**src/logic/pcr_pkg.sv**
```systemverilog
// Behaviour
// - Button hold time before reset is 8 s when bit clear, 15 s when set.
// - Output pin 2 is open-drain at 0, push-pull from switch-1 supply at 1.
// - Mode select clear: pin 1 is open-drain output, pin 2 driven independently.
// - Mode select set: pin 1 is input whose level drives output pin 2.
// - Power-good delay field bits 4-3 picks 10/20/50/150 ms, reset code 1.
// - Delay only on power-good rise; fall or fault deasserts at once.
// - Tight bit clear: wide falling limits, overvoltage not monitored.
// - Tight bit set, reset state: tight limits and overvoltage flagged.
// - Warm-reset enable clear: pin 3 is output set by its level bit.
// - Warm-reset enable set, reset state: pin 3 is warm-reset input to bucks.
// - Switch 3 limit field bits 3-2 picks 100/200/500/1000 mA, resets to 0.
// - Switch 2 limit field bits 1-0 picks 100/200/500/1000 mA, resets to 0.
// - Warm-reset enable set makes the pin-3 level bit ineffective.
// - Mode select set makes the pin-1 and pin-2 level bits ineffective.
package pcr_pkg;

    // Register indices; byte address is four times the index
    localparam logic [7:0] IDX_CFG_ONE = 8'h13;
    localparam logic [7:0] IDX_CFG_TWO = 8'h14;
    localparam logic [7:0] IDX_PIN_LEVEL = 8'h18;
    localparam logic [7:0] IDX_STATUS = 8'h19;

    // Reset values
    localparam logic [7:0] RST_CFG_ONE = 8'h4C;
    localparam logic [7:0] RST_CFG_TWO = 8'hC0;
    localparam logic [2:0] RST_PIN_LEVEL = 3'h0;

    // Field positions
    localparam int POS_PGOOD_DELAY = 3;
    localparam int POS_SW3_LIMIT = 2;
    localparam int POS_SW2_LIMIT = 0;

    // AXI responses
    localparam logic [1:0] RESP_OKAY = 2'h0;
    localparam logic [1:0] RESP_SLVERR = 2'h2;

    // Timing
    localparam longint unsigned CLK_HZ = 250_000_000;
    localparam longint unsigned CLK_PER_MS = CLK_HZ / 1000;
    localparam longint unsigned PB_HOLD_SHORT_S = 8;
    localparam longint unsigned PB_HOLD_LONG_S = 15;
    localparam longint unsigned PB_SHORT_CYC = PB_HOLD_SHORT_S * CLK_HZ;
    localparam longint unsigned PB_LONG_CYC = PB_HOLD_LONG_S * CLK_HZ;
    localparam longint unsigned PG_DLY0_MS = 10;
    localparam longint unsigned PG_DLY1_MS = 20;
    localparam longint unsigned PG_DLY2_MS = 50;
    localparam longint unsigned PG_DLY3_MS = 150;
    localparam longint unsigned PG_DLY0_CYC = PG_DLY0_MS * CLK_PER_MS;
    localparam longint unsigned PG_DLY1_CYC = PG_DLY1_MS * CLK_PER_MS;
    localparam longint unsigned PG_DLY2_CYC = PG_DLY2_MS * CLK_PER_MS;
    localparam longint unsigned PG_DLY3_CYC = PG_DLY3_MS * CLK_PER_MS;

    // Current limit encodings, in mA
    typedef enum logic [1:0] {
        LIM_100MA = 2'h0,
        LIM_200MA = 2'h1,
        LIM_500MA = 2'h2,
        LIM_1000MA = 2'h3
    } pcr_limit_type;

    // First configuration register layout
    typedef struct packed {
        logic hold_long;
        logic out2_buffer_type;
        logic pin1_mode_select;
        logic [1:0] pgood_delay_sel;
        logic supervisor_tight_mode;
        logic [1:0] undervoltage_lockout_level;
    } pcr_cfg_one_type;

    // Second configuration register layout
    typedef struct packed {
        logic core_warm_reset_enable;
        logic lockout_hysteresis_sel;
        logic [1:0] reserved;
        pcr_limit_type switch3_current_limit;
        pcr_limit_type switch2_current_limit;
    } pcr_cfg_two_type;

    // Analog trim outputs bundled for the converters and switches
    typedef struct packed {
        logic [1:0] undervoltage_lockout_level;
        logic lockout_hysteresis_sel;
        logic supervisor_tight_mode;
        pcr_limit_type switch3_current_limit;
        pcr_limit_type switch2_current_limit;
    } pcr_trim_type;

endpackage : pcr_pkg

```
**src/logic/pcr_config_regs.sv**
```systemverilog
// The implementer's own choice: register access over AXI4-Lite.
`timescale 1ns/10ps
`default_nettype none
module pcr_config_regs #(
    parameter int ADDR_W = 8,
    parameter logic [31:0] PB_SHORT_CYCLES = 32'(pcr_pkg::PB_SHORT_CYC),
    parameter logic [31:0] PB_LONG_CYCLES = 32'(pcr_pkg::PB_LONG_CYC),
    parameter logic [31:0] PG_DLY0_CYCLES = 32'(pcr_pkg::PG_DLY0_CYC),
    parameter logic [31:0] PG_DLY1_CYCLES = 32'(pcr_pkg::PG_DLY1_CYC),
    parameter logic [31:0] PG_DLY2_CYCLES = 32'(pcr_pkg::PG_DLY2_CYC),
    parameter logic [31:0] PG_DLY3_CYCLES = 32'(pcr_pkg::PG_DLY3_CYC)
) (
    // Clock, reset, enable
    input wire logic mclk,
    input wire logic rst_b,
    input wire logic ce,
    // AXI4-Lite write channels
    input wire logic [ADDR_W-1:0] awaddr,
    input wire logic awvalid,
    output logic awready,
    input wire logic [31:0] wdata,
    input wire logic [3:0] wstrb,
    input wire logic wvalid,
    output logic wready,
    output logic [1:0] bresp,
    output logic bvalid,
    input wire logic bready,
    // AXI4-Lite read channels
    input wire logic [ADDR_W-1:0] araddr,
    input wire logic arvalid,
    output logic arready,
    output logic [31:0] rdata,
    output logic [1:0] rresp,
    output logic rvalid,
    input wire logic rready,
    // Analog-side inputs, asynchronous
    input wire logic button_b,
    input wire logic pgood_raw,
    input wire logic overvoltage_raw,
    // Pin 1
    input wire logic pin1_io_in,
    output logic pin1_io_out,
    output logic pin1_io_oe_b,
    // Output pin 2
    output logic output2_pin_out,
    output logic output2_pin_oe_b,
    // Pin 3
    input wire logic pin3_io_in,
    output logic pin3_io_out,
    output logic pin3_io_oe_b,
    // Block outputs
    output logic pb_reset,
    output logic pgood,
    output logic overvoltage_flag,
    output logic buck_warm_reset,
    output pcr_pkg::pcr_trim_type trim
);
    import pcr_pkg::*;

    localparam logic [ADDR_W-1:0] ADDR_ONE = ADDR_W'({IDX_CFG_ONE, 2'b00});
    localparam logic [ADDR_W-1:0] ADDR_TWO = ADDR_W'({IDX_CFG_TWO, 2'b00});
    localparam logic [ADDR_W-1:0] ADDR_LVL = ADDR_W'({IDX_PIN_LEVEL, 2'b00});
    localparam logic [ADDR_W-1:0] ADDR_STS = ADDR_W'({IDX_STATUS, 2'b00});

    // Refuse settings the decoder or counters cannot serve
    if (ADDR_W < 10 - 2 || ADDR_W > 32) begin : g_bad_addr
        $error("ADDR_W must lie between 8 and 32");
    end
    if (PB_SHORT_CYCLES == 0 || PB_LONG_CYCLES == 0 || PG_DLY0_CYCLES == 0 ||
        PG_DLY1_CYCLES == 0 || PG_DLY2_CYCLES == 0 || PG_DLY3_CYCLES == 0) begin : g_bad_cnt
        $error("Timing counts must be at least one cycle");
    end

    pcr_cfg_one_type cfg_one_q;
    pcr_cfg_two_type cfg_two_q;
    logic [2:0] level_q;
    logic [3:0] sync1_q;
    logic [3:0] sync2_q;
    logic button_s, pgood_s, ov_s, pin1_s, pin3_s;
    logic pin1_s1_q, pin1_s2_q, pin3_s1_q, pin3_s2_q;
    logic aw_got_q, w_got_q;
    logic [ADDR_W-1:0] awaddr_q;
    logic [7:0] wbyte_q;
    logic wlane_q;
    logic wr_go, aw_hs, w_hs, ar_hs;
    logic [31:0] pb_cnt_q, pb_target;
    logic [31:0] pg_cnt_q, pg_target;
    logic [31:0] rd_mux;
    logic rd_hit;
    logic pin2_level;

    // Two-flop synchronisers; the first stage feeds only the second
    always_ff @(posedge mclk) begin
        if (!rst_b) begin
            sync1_q <= 4'hF;
            sync2_q <= 4'hF;
            pin1_s1_q <= 1'b1;
            pin1_s2_q <= 1'b1;
            pin3_s1_q <= 1'b1;
            pin3_s2_q <= 1'b1;
        end else if (ce) begin
            sync1_q <= {button_b, pgood_raw, overvoltage_raw, 1'b0};
            sync2_q <= sync1_q;
            pin1_s1_q <= pin1_io_in;
            pin1_s2_q <= pin1_s1_q;
            pin3_s1_q <= pin3_io_in;
            pin3_s2_q <= pin3_s1_q;
        end
    end
    assign button_s = sync2_q[3];
    assign pgood_s = sync2_q[2];
    assign ov_s = sync2_q[1];
    assign pin1_s = pin1_s2_q;
    assign pin3_s = pin3_s2_q;

    // Write channels; address and data latch independently
    assign awready = ce & ~aw_got_q & ~bvalid;
    assign wready = ce & ~w_got_q & ~bvalid;
    assign aw_hs = awvalid & awready;
    assign w_hs = wvalid & wready;
    assign wr_go = ce & aw_got_q & w_got_q & ~bvalid;

    always_ff @(posedge mclk) begin
        if (!rst_b) begin
            aw_got_q <= 1'b0;
            w_got_q <= 1'b0;
            awaddr_q <= '0;
            wbyte_q <= 8'h00;
            wlane_q <= 1'b0;
        end else if (ce) begin
            if (aw_hs) begin
                aw_got_q <= 1'b1;
                awaddr_q <= awaddr;
            end else if (wr_go) begin
                aw_got_q <= 1'b0;
            end
            if (w_hs) begin
                w_got_q <= 1'b1;
                wbyte_q <= wdata[7:0];
                wlane_q <= wstrb[0];
            end else if (wr_go) begin
                w_got_q <= 1'b0;
            end
        end
    end

    // Write response; unmapped addresses answer SLVERR
    always_ff @(posedge mclk) begin
        if (!rst_b) begin
            bvalid <= 1'b0;
            bresp <= RESP_OKAY;
        end else if (ce) begin
            if (wr_go) begin
                bvalid <= 1'b1;
                bresp <= (awaddr_q == ADDR_ONE || awaddr_q == ADDR_TWO ||
                          awaddr_q == ADDR_LVL || awaddr_q == ADDR_STS) ?
                         RESP_OKAY : RESP_SLVERR;
            end else if (bready) begin
                bvalid <= 1'b0;
            end
        end
    end

    // Register storage; only byte lane 0 carries data
    always_ff @(posedge mclk) begin
        if (!rst_b) begin
            cfg_one_q <= RST_CFG_ONE;
            cfg_two_q <= RST_CFG_TWO;
            level_q <= RST_PIN_LEVEL;
        end else if (wr_go && wlane_q) begin
            if (awaddr_q == ADDR_ONE) begin
                cfg_one_q <= wbyte_q;
            end
            if (awaddr_q == ADDR_TWO) begin
                cfg_two_q <= {wbyte_q[7:4] & 4'hC, wbyte_q[3:0]};
            end
            if (awaddr_q == ADDR_LVL) begin
                level_q <= wbyte_q[2:0];
            end
        end
    end

    // Read path; status is live block state
    always_comb begin
        rd_mux = 32'h0000_0000;
        rd_hit = 1'b1;
        case (araddr)
            ADDR_ONE: rd_mux = {24'h00_0000, cfg_one_q};
            ADDR_TWO: rd_mux = {24'h00_0000, cfg_two_q};
            ADDR_LVL: rd_mux = {29'h0000_0000, level_q};
            ADDR_STS: rd_mux = {27'h000_0000, ~button_s, pin3_s, pin1_s,
                                overvoltage_flag, pgood};
            default: rd_hit = 1'b0;
        endcase
    end

    assign arready = ce & ~rvalid;
    assign ar_hs = arvalid & arready;

    always_ff @(posedge mclk) begin
        if (!rst_b) begin
            rvalid <= 1'b0;
            rdata <= 32'h0000_0000;
            rresp <= RESP_OKAY;
        end else if (ce) begin
            if (ar_hs) begin
                rvalid <= 1'b1;
                rdata <= rd_mux;
                rresp <= rd_hit ? RESP_OKAY : RESP_SLVERR;
            end else if (rready) begin
                rvalid <= 1'b0;
            end
        end
    end

    // Push-button hold timer; one pulse per press
    assign pb_target = cfg_one_q.hold_long ? PB_LONG_CYCLES : PB_SHORT_CYCLES;

    always_ff @(posedge mclk) begin
        if (!rst_b) begin
            pb_cnt_q <= 32'h0000_0000;
            pb_reset <= 1'b0;
        end else if (ce) begin
            pb_reset <= 1'b0;
            if (button_s) begin
                pb_cnt_q <= 32'h0000_0000;
            end else if (pb_cnt_q < pb_target) begin
                pb_cnt_q <= pb_cnt_q + 32'h0000_0001;
                pb_reset <= (pb_cnt_q == pb_target - 32'h0000_0001);
            end
        end
    end

    // Power-good: delayed rise, immediate fall
    always_comb begin
        case (cfg_one_q.pgood_delay_sel)
            2'h0: pg_target = PG_DLY0_CYCLES;
            2'h1: pg_target = PG_DLY1_CYCLES;
            2'h2: pg_target = PG_DLY2_CYCLES;
            default: pg_target = PG_DLY3_CYCLES;
        endcase
    end

    always_ff @(posedge mclk) begin
        if (!rst_b) begin
            pg_cnt_q <= 32'h0000_0000;
            pgood <= 1'b0;
        end else if (ce) begin
            if (!pgood_s) begin
                pg_cnt_q <= 32'h0000_0000;
                pgood <= 1'b0;
            end else if (!pgood) begin
                if (pg_cnt_q >= pg_target - 32'h0000_0001) begin
                    pgood <= 1'b1;
                end else begin
                    pg_cnt_q <= pg_cnt_q + 32'h0000_0001;
                end
            end
        end
    end

    // Overvoltage only reported in tight mode
    always_ff @(posedge mclk) begin
        if (!rst_b) begin
            overvoltage_flag <= 1'b0;
            buck_warm_reset <= 1'b0;
        end else if (ce) begin
            overvoltage_flag <= cfg_one_q.supervisor_tight_mode & ~ov_s;
            buck_warm_reset <= cfg_two_q.core_warm_reset_enable & ~pin3_s;
        end
    end

    // Trim outputs straight from register fields
    assign trim.undervoltage_lockout_level = cfg_one_q.undervoltage_lockout_level;
    assign trim.lockout_hysteresis_sel = cfg_two_q.lockout_hysteresis_sel;
    assign trim.supervisor_tight_mode = cfg_one_q.supervisor_tight_mode;
    assign trim.switch3_current_limit = cfg_two_q.switch3_current_limit;
    assign trim.switch2_current_limit = cfg_two_q.switch2_current_limit;

    // Pin 1: open-drain output or released as input
    assign pin1_io_out = 1'b0;
    assign pin1_io_oe_b = cfg_one_q.pin1_mode_select | level_q[0];

    // Pin 2 level follows pin 1 in gating mode, so level bits are ignored there
    assign pin2_level = cfg_one_q.pin1_mode_select ? pin1_s : level_q[1];
    assign output2_pin_out = cfg_one_q.out2_buffer_type & pin2_level;
    assign output2_pin_oe_b = ~cfg_one_q.out2_buffer_type & pin2_level;

    // Pin 3: released as warm-reset input, else open-drain output
    assign pin3_io_out = 1'b0;
    assign pin3_io_oe_b = cfg_two_q.core_warm_reset_enable | level_q[2];
endmodule : pcr_config_regs
`default_nettype wire

```
**config.mk**
```make
export PLATFORM = sky130hd
export DESIGN_NAME = pcr_config_regs
export DESIGN_NICKNAME = d
export VERILOG_FILES = /design/src/logic/pcr_pkg.sv /design/src/logic/pcr_config_regs.sv
export SDC_FILE = /design/constraint.sdc
export NUM_CORES = 1
export LEC_CHECK = 0
export ABC_CLOCK_PERIOD_IN_PS = 8150
export BUFFER_PORTS_ARGS = -buffer_cell sky130_fd_sc_hd__buf_2
export CAP_MARGIN = 25
export CORE_ASPECT_RATIO = 2
export CORE_MARGIN = 10
export CORE_UTILIZATION = 30
export CTS_BUF_LIST = sky130_fd_sc_hd__clkbuf_4 sky130_fd_sc_hd__clkbuf_8 sky130_fd_sc_hd__clkbuf_16
export DETAILED_ROUTE_END_ITERATION = 10
export HOLD_SLACK_MARGIN = 0.06
export PLACE_DENSITY = 0.51
export SYNTH_ARGS = -nofsm -noshare
export SYNTH_HDL_FRONTEND = slang
export SYNTH_SLANG_ARGS = --single-unit
```
**constraint.sdc**
```tcl
create_clock -name mclk -period 8.15 [get_ports mclk]
set_input_delay 0.4075 -clock mclk [delete_from_list [all_inputs] [get_ports mclk]]
set_output_delay 0.4075 -clock mclk [all_outputs]
set_load 0.02 [all_outputs]
```
== Word level (Yosys, flattened, before mapping) ==
Index checks and enable logic that the tools add are counted.
Storage, ports and cells
  register bits after elaboration: 154
  input bits: 65
  output and inout port bits: 59
  logic and storage cells: 125
Cells by class
  $add $sub $neg: 4
  $lt $le $gt $ge: 2
  eq/ne operators: 13
  mux-type cells: 24
  bitwise logic cells: 25
  reductions and logical operators: 24
Operator list (count)
  $mux 32: 6
  $pmux 26 s3: 1
  $add 32x1->32 const B: 2
  $eq 8x7->1 const B: 8
  $sub 32x1->32 const B: 2
  $eq 32x32->1: 1
  $ge 32x32->1: 1
  $lt 32x32->1: 1
  $pmux 8 s4: 1
  $reduce_and 2->1: 12
  $and 1x1->1: 15
  $mux 1: 14
  $reduce_bool 2->1: 5
  $not 1->1: 8
  $mux 2: 2
  $ne 2x2->1 const B: 2
  $reduce_or 4->1: 1
  $logic_or 1x1->1: 3
  $reduce_and 3->1: 1
  $eq 2x1->1 const B: 1
  $eq 2x2->1 const B: 1
  $logic_not 2->1: 1
  $or 1x1->1: 2
  $logic_and 1x1->1: 1

== Longest topological paths before layout ==
Gate-level depths: netlist (run 1).
  word-level depth: 7
  gate-level depth with buffers: 12
  mapped depth without buffers: 10

== Worst setup path before layout (run 1) ==
Ideal clock, no wire load.
  kind: register -> register
  start point: register cfg_one_q[7] (netlist name)
  end point: register pb_cnt_q[10]
  arrival time: 2.731 ns
  data required time: 8.080 ns
  slack: 5.349 ns
  stages on the path, launching flop included: 9
  cell sequence: dfxtp_1 > inv_1 > ha_1 > a2111oi_0 > o31ai_1 > a311o_1 > clkbuf_1 > or4_2 > a21oi_1
Between the ends
  cells in the longest elaborated chain, start to end: 4
RTL lines
  start: declaration: line pcr_config_regs.sv:74  | pcr_cfg_one_type cfg_one_q;
  start signal: assignment: line pcr_config_regs.sv:172  | cfg_one_q <= wbyte_q;
  $mux 32: line pcr_config_regs.sv:217  | assign pb_target = cfg_one_q.hold_long ? PB_LONG_CYCLES : PB_SHORT_CYCLES;
  $lt 32x32->1: line pcr_config_regs.sv:227  | end else if (pb_cnt_q < pb_target) begin
  $reduce_bool 2->1 (no line)
  $reduce_and 2->1 (no line)
  end signal: assignment: line pcr_config_regs.sv:228  | pb_cnt_q <= pb_cnt_q + 32'h0000_0001;
  end: declaration: line pcr_config_regs.sv:86  | logic [31:0] pb_cnt_q, pb_target;
Every way passes these cells.
A chain may end at the register's enable or synchronous reset.

== Final worst setup path (run 1) ==
  start point: register cfg_one_q[4] (netlist name)
  end point: register pg_cnt_q[0]
Between the ends
  cells in the longest elaborated chain, start to end: 6
  elaborated cells on any way between the ends: 8
  classes of those cells: 1 x add/sub; 1 x order compare; 3 x eq/ne; 1 x mux; 2 x reduce/logical
RTL lines
  $eq 2x2->1 (tied with other cells): line pcr_config_regs.sv:236  | case (cfg_one_q.pgood_delay_sel)
  $pmux 26 s3 (*): line pcr_config_regs.sv:236
  $sub 32x1->32 (*): line pcr_config_regs.sv:253  | if (pg_cnt_q >= pg_target - 32'h0000_0001) begin
  $ge 32x32->1 (*): line pcr_config_regs.sv:253
  $ne 2x2->1 (no line) (*)
  $reduce_and 3->1 (no line) (*)
  end signal: assignment: line pcr_config_regs.sv:256  | pg_cnt_q <= pg_cnt_q + 32'h0000_0001;
  end: declaration: line pcr_config_regs.sv:87  | logic [31:0] pg_cnt_q, pg_target;
Mark *: on every way between the ends. The rest lies on a longest branch, timed or not.

==> results.txt, run 1 <==
- TritonCTS built the clock tree.
- The Yosys step of the flow raised 0 warnings.
- The floorplan step set the die width to ~130 um.
- Yosys instantiated no cell more often than sky130_fd_sc_hd__dfxtp_1.
- Summing all multi-input logic gate instances after layout gives about 4100 um^2.
- Buffers placed on the I/O ports in this run total 68.
- The first routing iteration left approximately 270 violations.
* CTS Root Cell: sky130_fd_sc_hd__clkbuf_16
* Post-CTS Setup Inserts: 0
* Period utilization: 0.481
* Setup slack of the worst register-to-register path: 4.23 ns
- Wires add up to 21.0 mm.
- The critical path is of the flop to flop type.
- Setup violations remaining at the end of the flow were counted as 0.
- The critical path goes through inv_1, ha_1, o21ai_0, ha_1, nand4_1, nor4_1, o2111ai_1, a21oi_1, buf_4, o21ai_0, mux2i_1.
- The floorplan step defined a core boundary enclosing around 23,000 um^2.
- Gp weighted congestion: ~0.85
* Largest fanout on the critical path: 18
- Hold Vio Cnt, Final: 0
* Area contributors post-synth: sky130_fd_sc_hd__dfxtp_1 (36%), sky130_fd_sc_hd__ha_1 (7.5%), sky130_fd_sc_hd__nand2_1 (5.7%)
* Leakage power total: around 3.1 nW
- Outcome: finished clean
- CTS Buf Count: 17
- From bottom edge to top edge, the die measures roughly 240 um.
- In this run the remaining antenna-violating nets after routing total 0.
- Setup repair after global routing left no endpoint under its margin.
* Rel. slew slack: 0.312
- STA classifies the critical path endpoint as a flop.
* Number of filler cells placed in the layout: between 2,000 and 2,500
- For this run, the slowest stage of the critical path takes approximately 0.62 ns.
- Setup clock skew after layout: 0.0149 ns
- Worst-margin pin slew: 1.01 ns
* Die Outline Area: 30,300 um^2
- The pre-antenna-repair detailed-routing pass consisted of 5 iterations.
- ~120 I/O pins were placed.
* Bufs on Longest Clock Path: 2
* HP Class: input port to flop
- Final non-filler cell total: around 1,200
- Area added between synthesis and finish: 15.4%
* Post-CTS Hold Buffers: 0
- Total DRC errors in the routed layout: 0
- The final route contains about 6,400 vias.
* Synth top cells by count: sky130_fd_sc_hd__dfxtp_1 (126), sky130_fd_sc_hd__nand2_1 (106), sky130_fd_sc_hd__a21oi_1 (69), sky130_fd_sc_hd__nor2_1 (57), sky130_fd_sc_hd__ha_1 (42)
- Num Clock Sinks: ~130
- Max capacitance violation total: 0
* Vias per inst: 5.40
* Distinct cell type count of the synthesized netlist: 65
* Wire length of the first global-routing pass: around 34 mm
- Clock input transition at the sequential cells of the worst setup and hold paths: 0.07 ns
- FMAX: 255 MHz
- IR analysis of the VDD net gives a maximum drop of approximately 0.00013 V.
- Antenna fix cells: 0
- The clock period could shrink to 3.92 ns.
- The wire-length estimate of the detail-placed layout is about 15 mm.
- Post-CTS repair changed the size of 0 cells.
- The worst setup path is launched from a flop.
- For this run, the register share of the synthesized area comes to 0.360.
- The H-tree generated during clock tree synthesis spans 4 levels.
* Number of rows created at floorplan: 79
- Primary flip-flop cell chosen by synthesis mapping: sky130_fd_sc_hd__dfxtp_1
- Vias in the first global route: approximately 6,500
* Asr flop ratio synth: 0
* Area fraction of the dominant cell type after synthesis: 0.360
* Clock latency on the worst-skew pair: between 0.4 and 0.5 ns
* NumNets Final: ~1,000
- Total routing usage reported by global routing: 0.140
* Cell Area, Synth: about 7000 um^2
- Entering global routing, the biggest net connects between 50 and 60 pins.
- Synthesized area per cell: 8.25 um^2
* PnR Total Power: 1.52 mW
* Post-placement setup slack: around 4.2 ns
- In the final routed layout, each cell accounts on average for 17.6 um.
- Global routing finished with a remaining overflow of 0.
- Registers take 2520 um^2.
- Critical path data arrival time: about 4.3 ns
- The initial utilization of the core area, before any placement, comes to 0.303.
- Cells after DPL: between 1,000 and 1,500
- Slowest library cell on the worst path: sky130_fd_sc_hd__a21oi_1
- For the worst setup path, the data required time is roughly 8.5 ns.
- Dividing total power by cell area gives a power density of roughly 190 nW/um^2.
* Gate count of the mapped netlist: 850
- The max-slew violation count is 0.
- Final Worst Setup Slack: 4.23 ns
- Initial antenna violation count: 0
- Once layout is complete, the utilization of the core stands at 0.350.
- Counting flops and latches in the post-synthesis netlist gives 126.
* Layout cell share with drive strength beyond 1: 0.145
* Leading area contributor after synthesis: sky130_fd_sc_hd__dfxtp_1
- EDFF count, synth: 0
- Setup_tns: 0 ns
==> through the flow <==
| stage | area (um^2) | hold slack, ns |
|---|---|---|
| floorplan | 7120 | 0.432 |
| global placement | 7450 | 0.442 |
| detailed placement | 7490 | 0.447 |
| CTS | 8090 | 0.170 |
| global route | 8100 | 0.190 |
| finish | 8100 | 0.180 |
==> cells by family (layout without fill, tap and decap cells) <==
group / after synthesis / in the layout / share of synthesized area
DFF: 126 / 126 / 0.360
buffers and inverters: 105 / 137 / 0.0758
and+or+nand+nor: 335 / 335 / 0.247
other: 2 / 30 / 0.00107
adders and majority gates: 42 / 42 / 0.0749
xor gates and xnor gates: 1 / 1 / 0.00125
muxes: 32 / 32 / 0.0457
AOI/OAI and AO/OA: 207 / 207 / 0.195
==> worst max-delay path: cells and delay by family, from the launching register on <==
kind | cells | cell delay (ns)
adders and majority gates | 2 | 0.47
AOI/OAI and AO/OA | 4 | 1.39
and+or+nand+nor | 2 | 0.65
buffers and inverters | 2 | 0.59
muxes | 1 | 0.17
DFF | 1 | 0.54
==> path summary, 6_finish.rpt <==
check | end | cells after the start | from
max reg2reg | pg_cnt_q[0]$_SDFFE_PN0P_ | 11 | cfg_one_q[4]$_SDFFE_PN0P_
min reg2reg | awaddr_q[0]$_SDFFE_PN0P_ | 2 | awaddr_q[0]$_SDFFE_PN0P_
max | pg_cnt_q[0]$_SDFFE_PN0P_ | 11 | cfg_one_q[4]$_SDFFE_PN0P_
min | pin1_s1_q$_SDFFE_PN1P_ | 3 | pin1_io_in
==> metal layers <==
layer / GRT usage / vias up / wire length (um)
met1: 0.136 / 3052 / 7740
met5: 0 / - / 0
met2: 0.263 / 141 / 11700
met3: 0.0326 / 49 / 794
met4: 0.0720 / 0 / 785
li1: - / 3196 / -
==> flip-flops by register name, indices dropped and copies added, names as in the netlist, 3 cells and up <==
signal / count
rdata: 8
trim: 8
cfg_one_q: 5
pg_cnt_q: 32
wbyte_q: 8
sync2_q: 3
pb_cnt_q: 32
awaddr_q: 8
sync1_q: 3
level_q: 3
==> where the power goes <==
group	internal, mW	total [mW]	switching (mW)	leakage [nW]
clock	0.437	0.779	0.342	0.289
combinational	0.0305	0.103	0.0722	1.83
sequential	0.627	0.636	0.00880	1.02
==> placed cells by master (no fill, tap or decap), types with 10 or more instances in the layout <==
cell / n
sky130_fd_sc_hd__dfxtp_1: 126
sky130_fd_sc_hd__nand2_1: 106
sky130_fd_sc_hd__a21oi_1: 69
sky130_fd_sc_hd__buf_2: 68
sky130_fd_sc_hd__nor2_1: 56
sky130_fd_sc_hd__ha_1: 42
sky130_fd_sc_hd__mux2i_1: 32
sky130_fd_sc_hd__nand3_1: 30
sky130_fd_sc_hd__conb_1: 30
sky130_fd_sc_hd__o31ai_1: 28
sky130_fd_sc_hd__o21ai_0: 27
sky130_fd_sc_hd__inv_1: 25
sky130_fd_sc_hd__nand4_1: 25
sky130_fd_sc_hd__o311ai_0: 21
sky130_fd_sc_hd__or4_1: 18
sky130_fd_sc_hd__clkbuf_16: 17
sky130_fd_sc_hd__and3_1: 13
sky130_fd_sc_hd__or3_1: 12
sky130_fd_sc_hd__nor4_1: 10
sky130_fd_sc_hd__a22oi_1: 10
sky130_fd_sc_hd__buf_4: 10
==> final cells by class <==
cell class	count	area share
well taps	283	0.0437
flip-flops and latches	126	0.311
repair buffers	80	0.0565
multi-input cells	647	0.503
clock inverters	15	0.0213
clock buffers	17	0.0525
inverters	25	0.0116
Note: power is estimated with default switching activity, not from simulation.
==> run 2, diff against run 1 <==
--- a/config.mk
+++ b/config.mk
@@ -5,7 +5,7 @@
 export SDC_FILE = /design/constraint.sdc
 export NUM_CORES = 1
 export LEC_CHECK = 0
-export ABC_CLOCK_PERIOD_IN_PS = 8150
+export ABC_CLOCK_PERIOD_IN_PS = 3700
 export BUFFER_PORTS_ARGS = -buffer_cell sky130_fd_sc_hd__buf_2
 export CAP_MARGIN = 25
 export CORE_ASPECT_RATIO = 2
==> constraint.sdc (replaced) <==
create_clock -name mclk -period 3.7 [get_ports mclk]
set_input_delay 0.185 -clock mclk [delete_from_list [all_inputs] [get_ports mclk]]
set_output_delay 0.185 -clock mclk [all_outputs]
set_load 0.02 [all_outputs]
==> results.txt, run 2 (synthesized netlist as in run 1, its figures left out) <==
- For the pin with the worst max-slew slack, the measured transition is between 0.9 and 1 ns.
- Largest fanout on the critical path: 12
- Antenna fix cells: 0
* Post_cts resized: 0
- Number of I/O pins: 124
- Gr ovfl total: 0
* Worst hold slack: 0.208 ns
* Final non-filler cell total: approximately 1,200
- NumNets Final: about 1,000
* Period utilization: 0.869
- Clock-pin slew was measured on the worst setup and hold paths at 0.07 ns.
- Layer carrying the most global-route usage: met2
- In the final timing run, aggregate negative setup slack is 0 ns.
* Power Density: around 400 nW/um^2
- Outcome: finished clean
- Area added between synthesis and finish: 19.7%
- Total vias in the final route: 6,618
* Core utilization of the finished layout: 0.363
- The detailed router finished its first iteration with 260 violations.
- Die Outline Area: a little over 30,000 um^2
- STA puts the critical path data arrival time at around 3.5 ns.
- Entering global routing, the biggest net connects 45 pins.
- Biggest regs: pb_cnt_q: 32 flops, pg_cnt_q: 32 flops
* Drt first pass iters: 5
- Met2 demand-to-capacity share in global routing: 0.275
* Rel. slew slack: 0.370
* Total routing usage reported by global routing: 0.143
- In the layout the commonest cells are sky130_fd_sc_hd__dfxtp_1 (126), sky130_fd_sc_hd__nand2_1 (106), sky130_fd_sc_hd__a21oi_1 (69).
* Final count of negative-setup-slack endpoints: 0
- Static timing analysis puts the maximum clock frequency at between 300 and 400 MHz.
* Depth of the most critical reg-to-reg path: 11
- Of the cells placed in the final design, the portion with a size suffix greater than 1 is 0.148.
- Critical path required time: 4.03 ns
- Leaving out fill and tap cells, the most frequent cell in the layout is sky130_fd_sc_hd__dfxtp_1.
- Setup Crit Path Kind: flop to flop
- Max capacitance violation total: 0
* Hold Path Cell Cnt: 4
* Total wirelength of the detailed-routed design: between 20 and 25 mm
- Post-DR wirelength/cell: approximately 17 um
* Peak supply drop: 0.000330 V
- The first global-routing pass estimated between 30 and 40 mm of wire.
* Vias per inst: between 5 and 6
- The longest clock path from root to sink contains 2 buffers.
* Gp weighted congestion: about 0.83
* Total half-perimeter wirelength after legalization and detailed placement: 16.3 mm
- Number of antenna-violating nets in the routed design: 0
- The worst setup path is captured at a flop.
- The number of hold violations in the final report was 0.
- Vias in the first global route: around 6,800
- STA classifies the critical path startpoint as a flop.
- Across all setup checks in the final design, the least slack found is just under 0.5 ns.
- Across the routed clock network, the largest skew measured is roughly 0.0088 ns.
* Placed inst area: around 7500 um^2
- The floorplan step defined a core boundary enclosing between 20,000 and 25,000 um^2.
* Met3 Track Usage GR: 0.0323
- Summed over all cells, the static leakage comes to about 3.3 nW.
- Once layout is done, the placed cells without fillers occupy between 8000 and 9000 um^2.
- The number of clock buffers added by TritonCTS is 17.
- For this run, global-route usage on met1 was measured as 0.128.
* Clock tree from TritonCTS: yes
* HP Class: input port to flop
- Clock latency on the worst-skew pair: roughly 0.44 ns
* Number of rows created at floorplan: 79
- # port buffers: 68
- The design draws 3.39 mW.
* Chip width: around 130 um
- The initial utilization of the core area, before any placement, comes to 0.303.
- The root buffer cell chosen for the clock tree is sky130_fd_sc_hd__clkbuf_16.
- Counting every sink on the clock net gives about 130.
- Post-placement setup slack: 0.475 ns
- Cells after DPL: 1,169
- CTS built an H-tree with a depth of 4.
- The floorplan step set the die height to 236 um.
- The clock period could shrink to 3.21 ns.
- The number of antenna violations at the first check in global routing came to 0.
- Setup repair after global routing left no endpoint under its margin.
- Number of max-slew violations in the final report: 0
- Total DRC errors in the routed layout: 0
run 2: cell types whose count changed in the layout (fill, tap and decap cells not counted), sizes merged:
cell	change
buf	+8
clkinv	+1
clkinvlp	-2
dlygate4sd3	+24
inv	+1
run 2: final timing paths:
check                            startpoint                       end  slack (ns)
setup / recovery  cfg_one_q[3]$_SDFFE_PN1P_  pg_cnt_q[8]$_SDFFE_PN0P_        0.49
hold / removal                      arvalid     rdata[6]$_SDFFE_PN0P_        0.21
setup reg to reg  cfg_one_q[3]$_SDFFE_PN1P_  pg_cnt_q[8]$_SDFFE_PN0P_        0.49
hold reg to reg     wbyte_q[5]$_SDFFE_PN0P_   wbyte_q[5]$_SDFFE_PN0P_        0.46
run 2: metal layers:
layer  wire length, um  up-vias  share of wire
met3               825       50          0.038
met2             12300      163           0.57
met4               941        0          0.044
li1                  -     3253              -
met1              7360     3152           0.34
met5                 0        -              0
run 2: repair_timing:
action                                 in CTS  in global routing
hold buffers                               24                  0
endpoints found under the hold margin      24                  0
setup buffers                               0                  0
run 2: worst max-delay path, stage by stage, from the launching register on:
cell,delay (ns)
sky130_fd_sc_hd__dfxtp_1,0.32
sky130_fd_sc_hd__inv_1,0.09
sky130_fd_sc_hd__ha_1,0.28
sky130_fd_sc_hd__o21ai_0,0.41
sky130_fd_sc_hd__ha_1,0.34
sky130_fd_sc_hd__nand4_1,0.15
sky130_fd_sc_hd__nor4_1,0.10
sky130_fd_sc_hd__a221oi_1,0.44
sky130_fd_sc_hd__a21o_1,0.30
sky130_fd_sc_hd__nand4_1,0.14
sky130_fd_sc_hd__buf_4,0.21
sky130_fd_sc_hd__o41ai_1,0.33
run 2: final cells by class:
class | instances | area, um^2
clock buffer | 17 | 425
clock inverter | 15 | 188
fill | 2461 | 14700
inverter | 25 | 93.8
multi-input combinational | 647 | 4070
sequential | 126 | 2520
tap | 283 | 354
timing repair buffer | 112 | 743
run 2: power by group:
part	total, mW	internal [mW]	switching (mW)	leakage [nW]
logic	0.247	0.0857	0.161	1.96
clock network	1.74	0.974	0.765	0.301
registers	1.40	1.38	0.0196	1.02
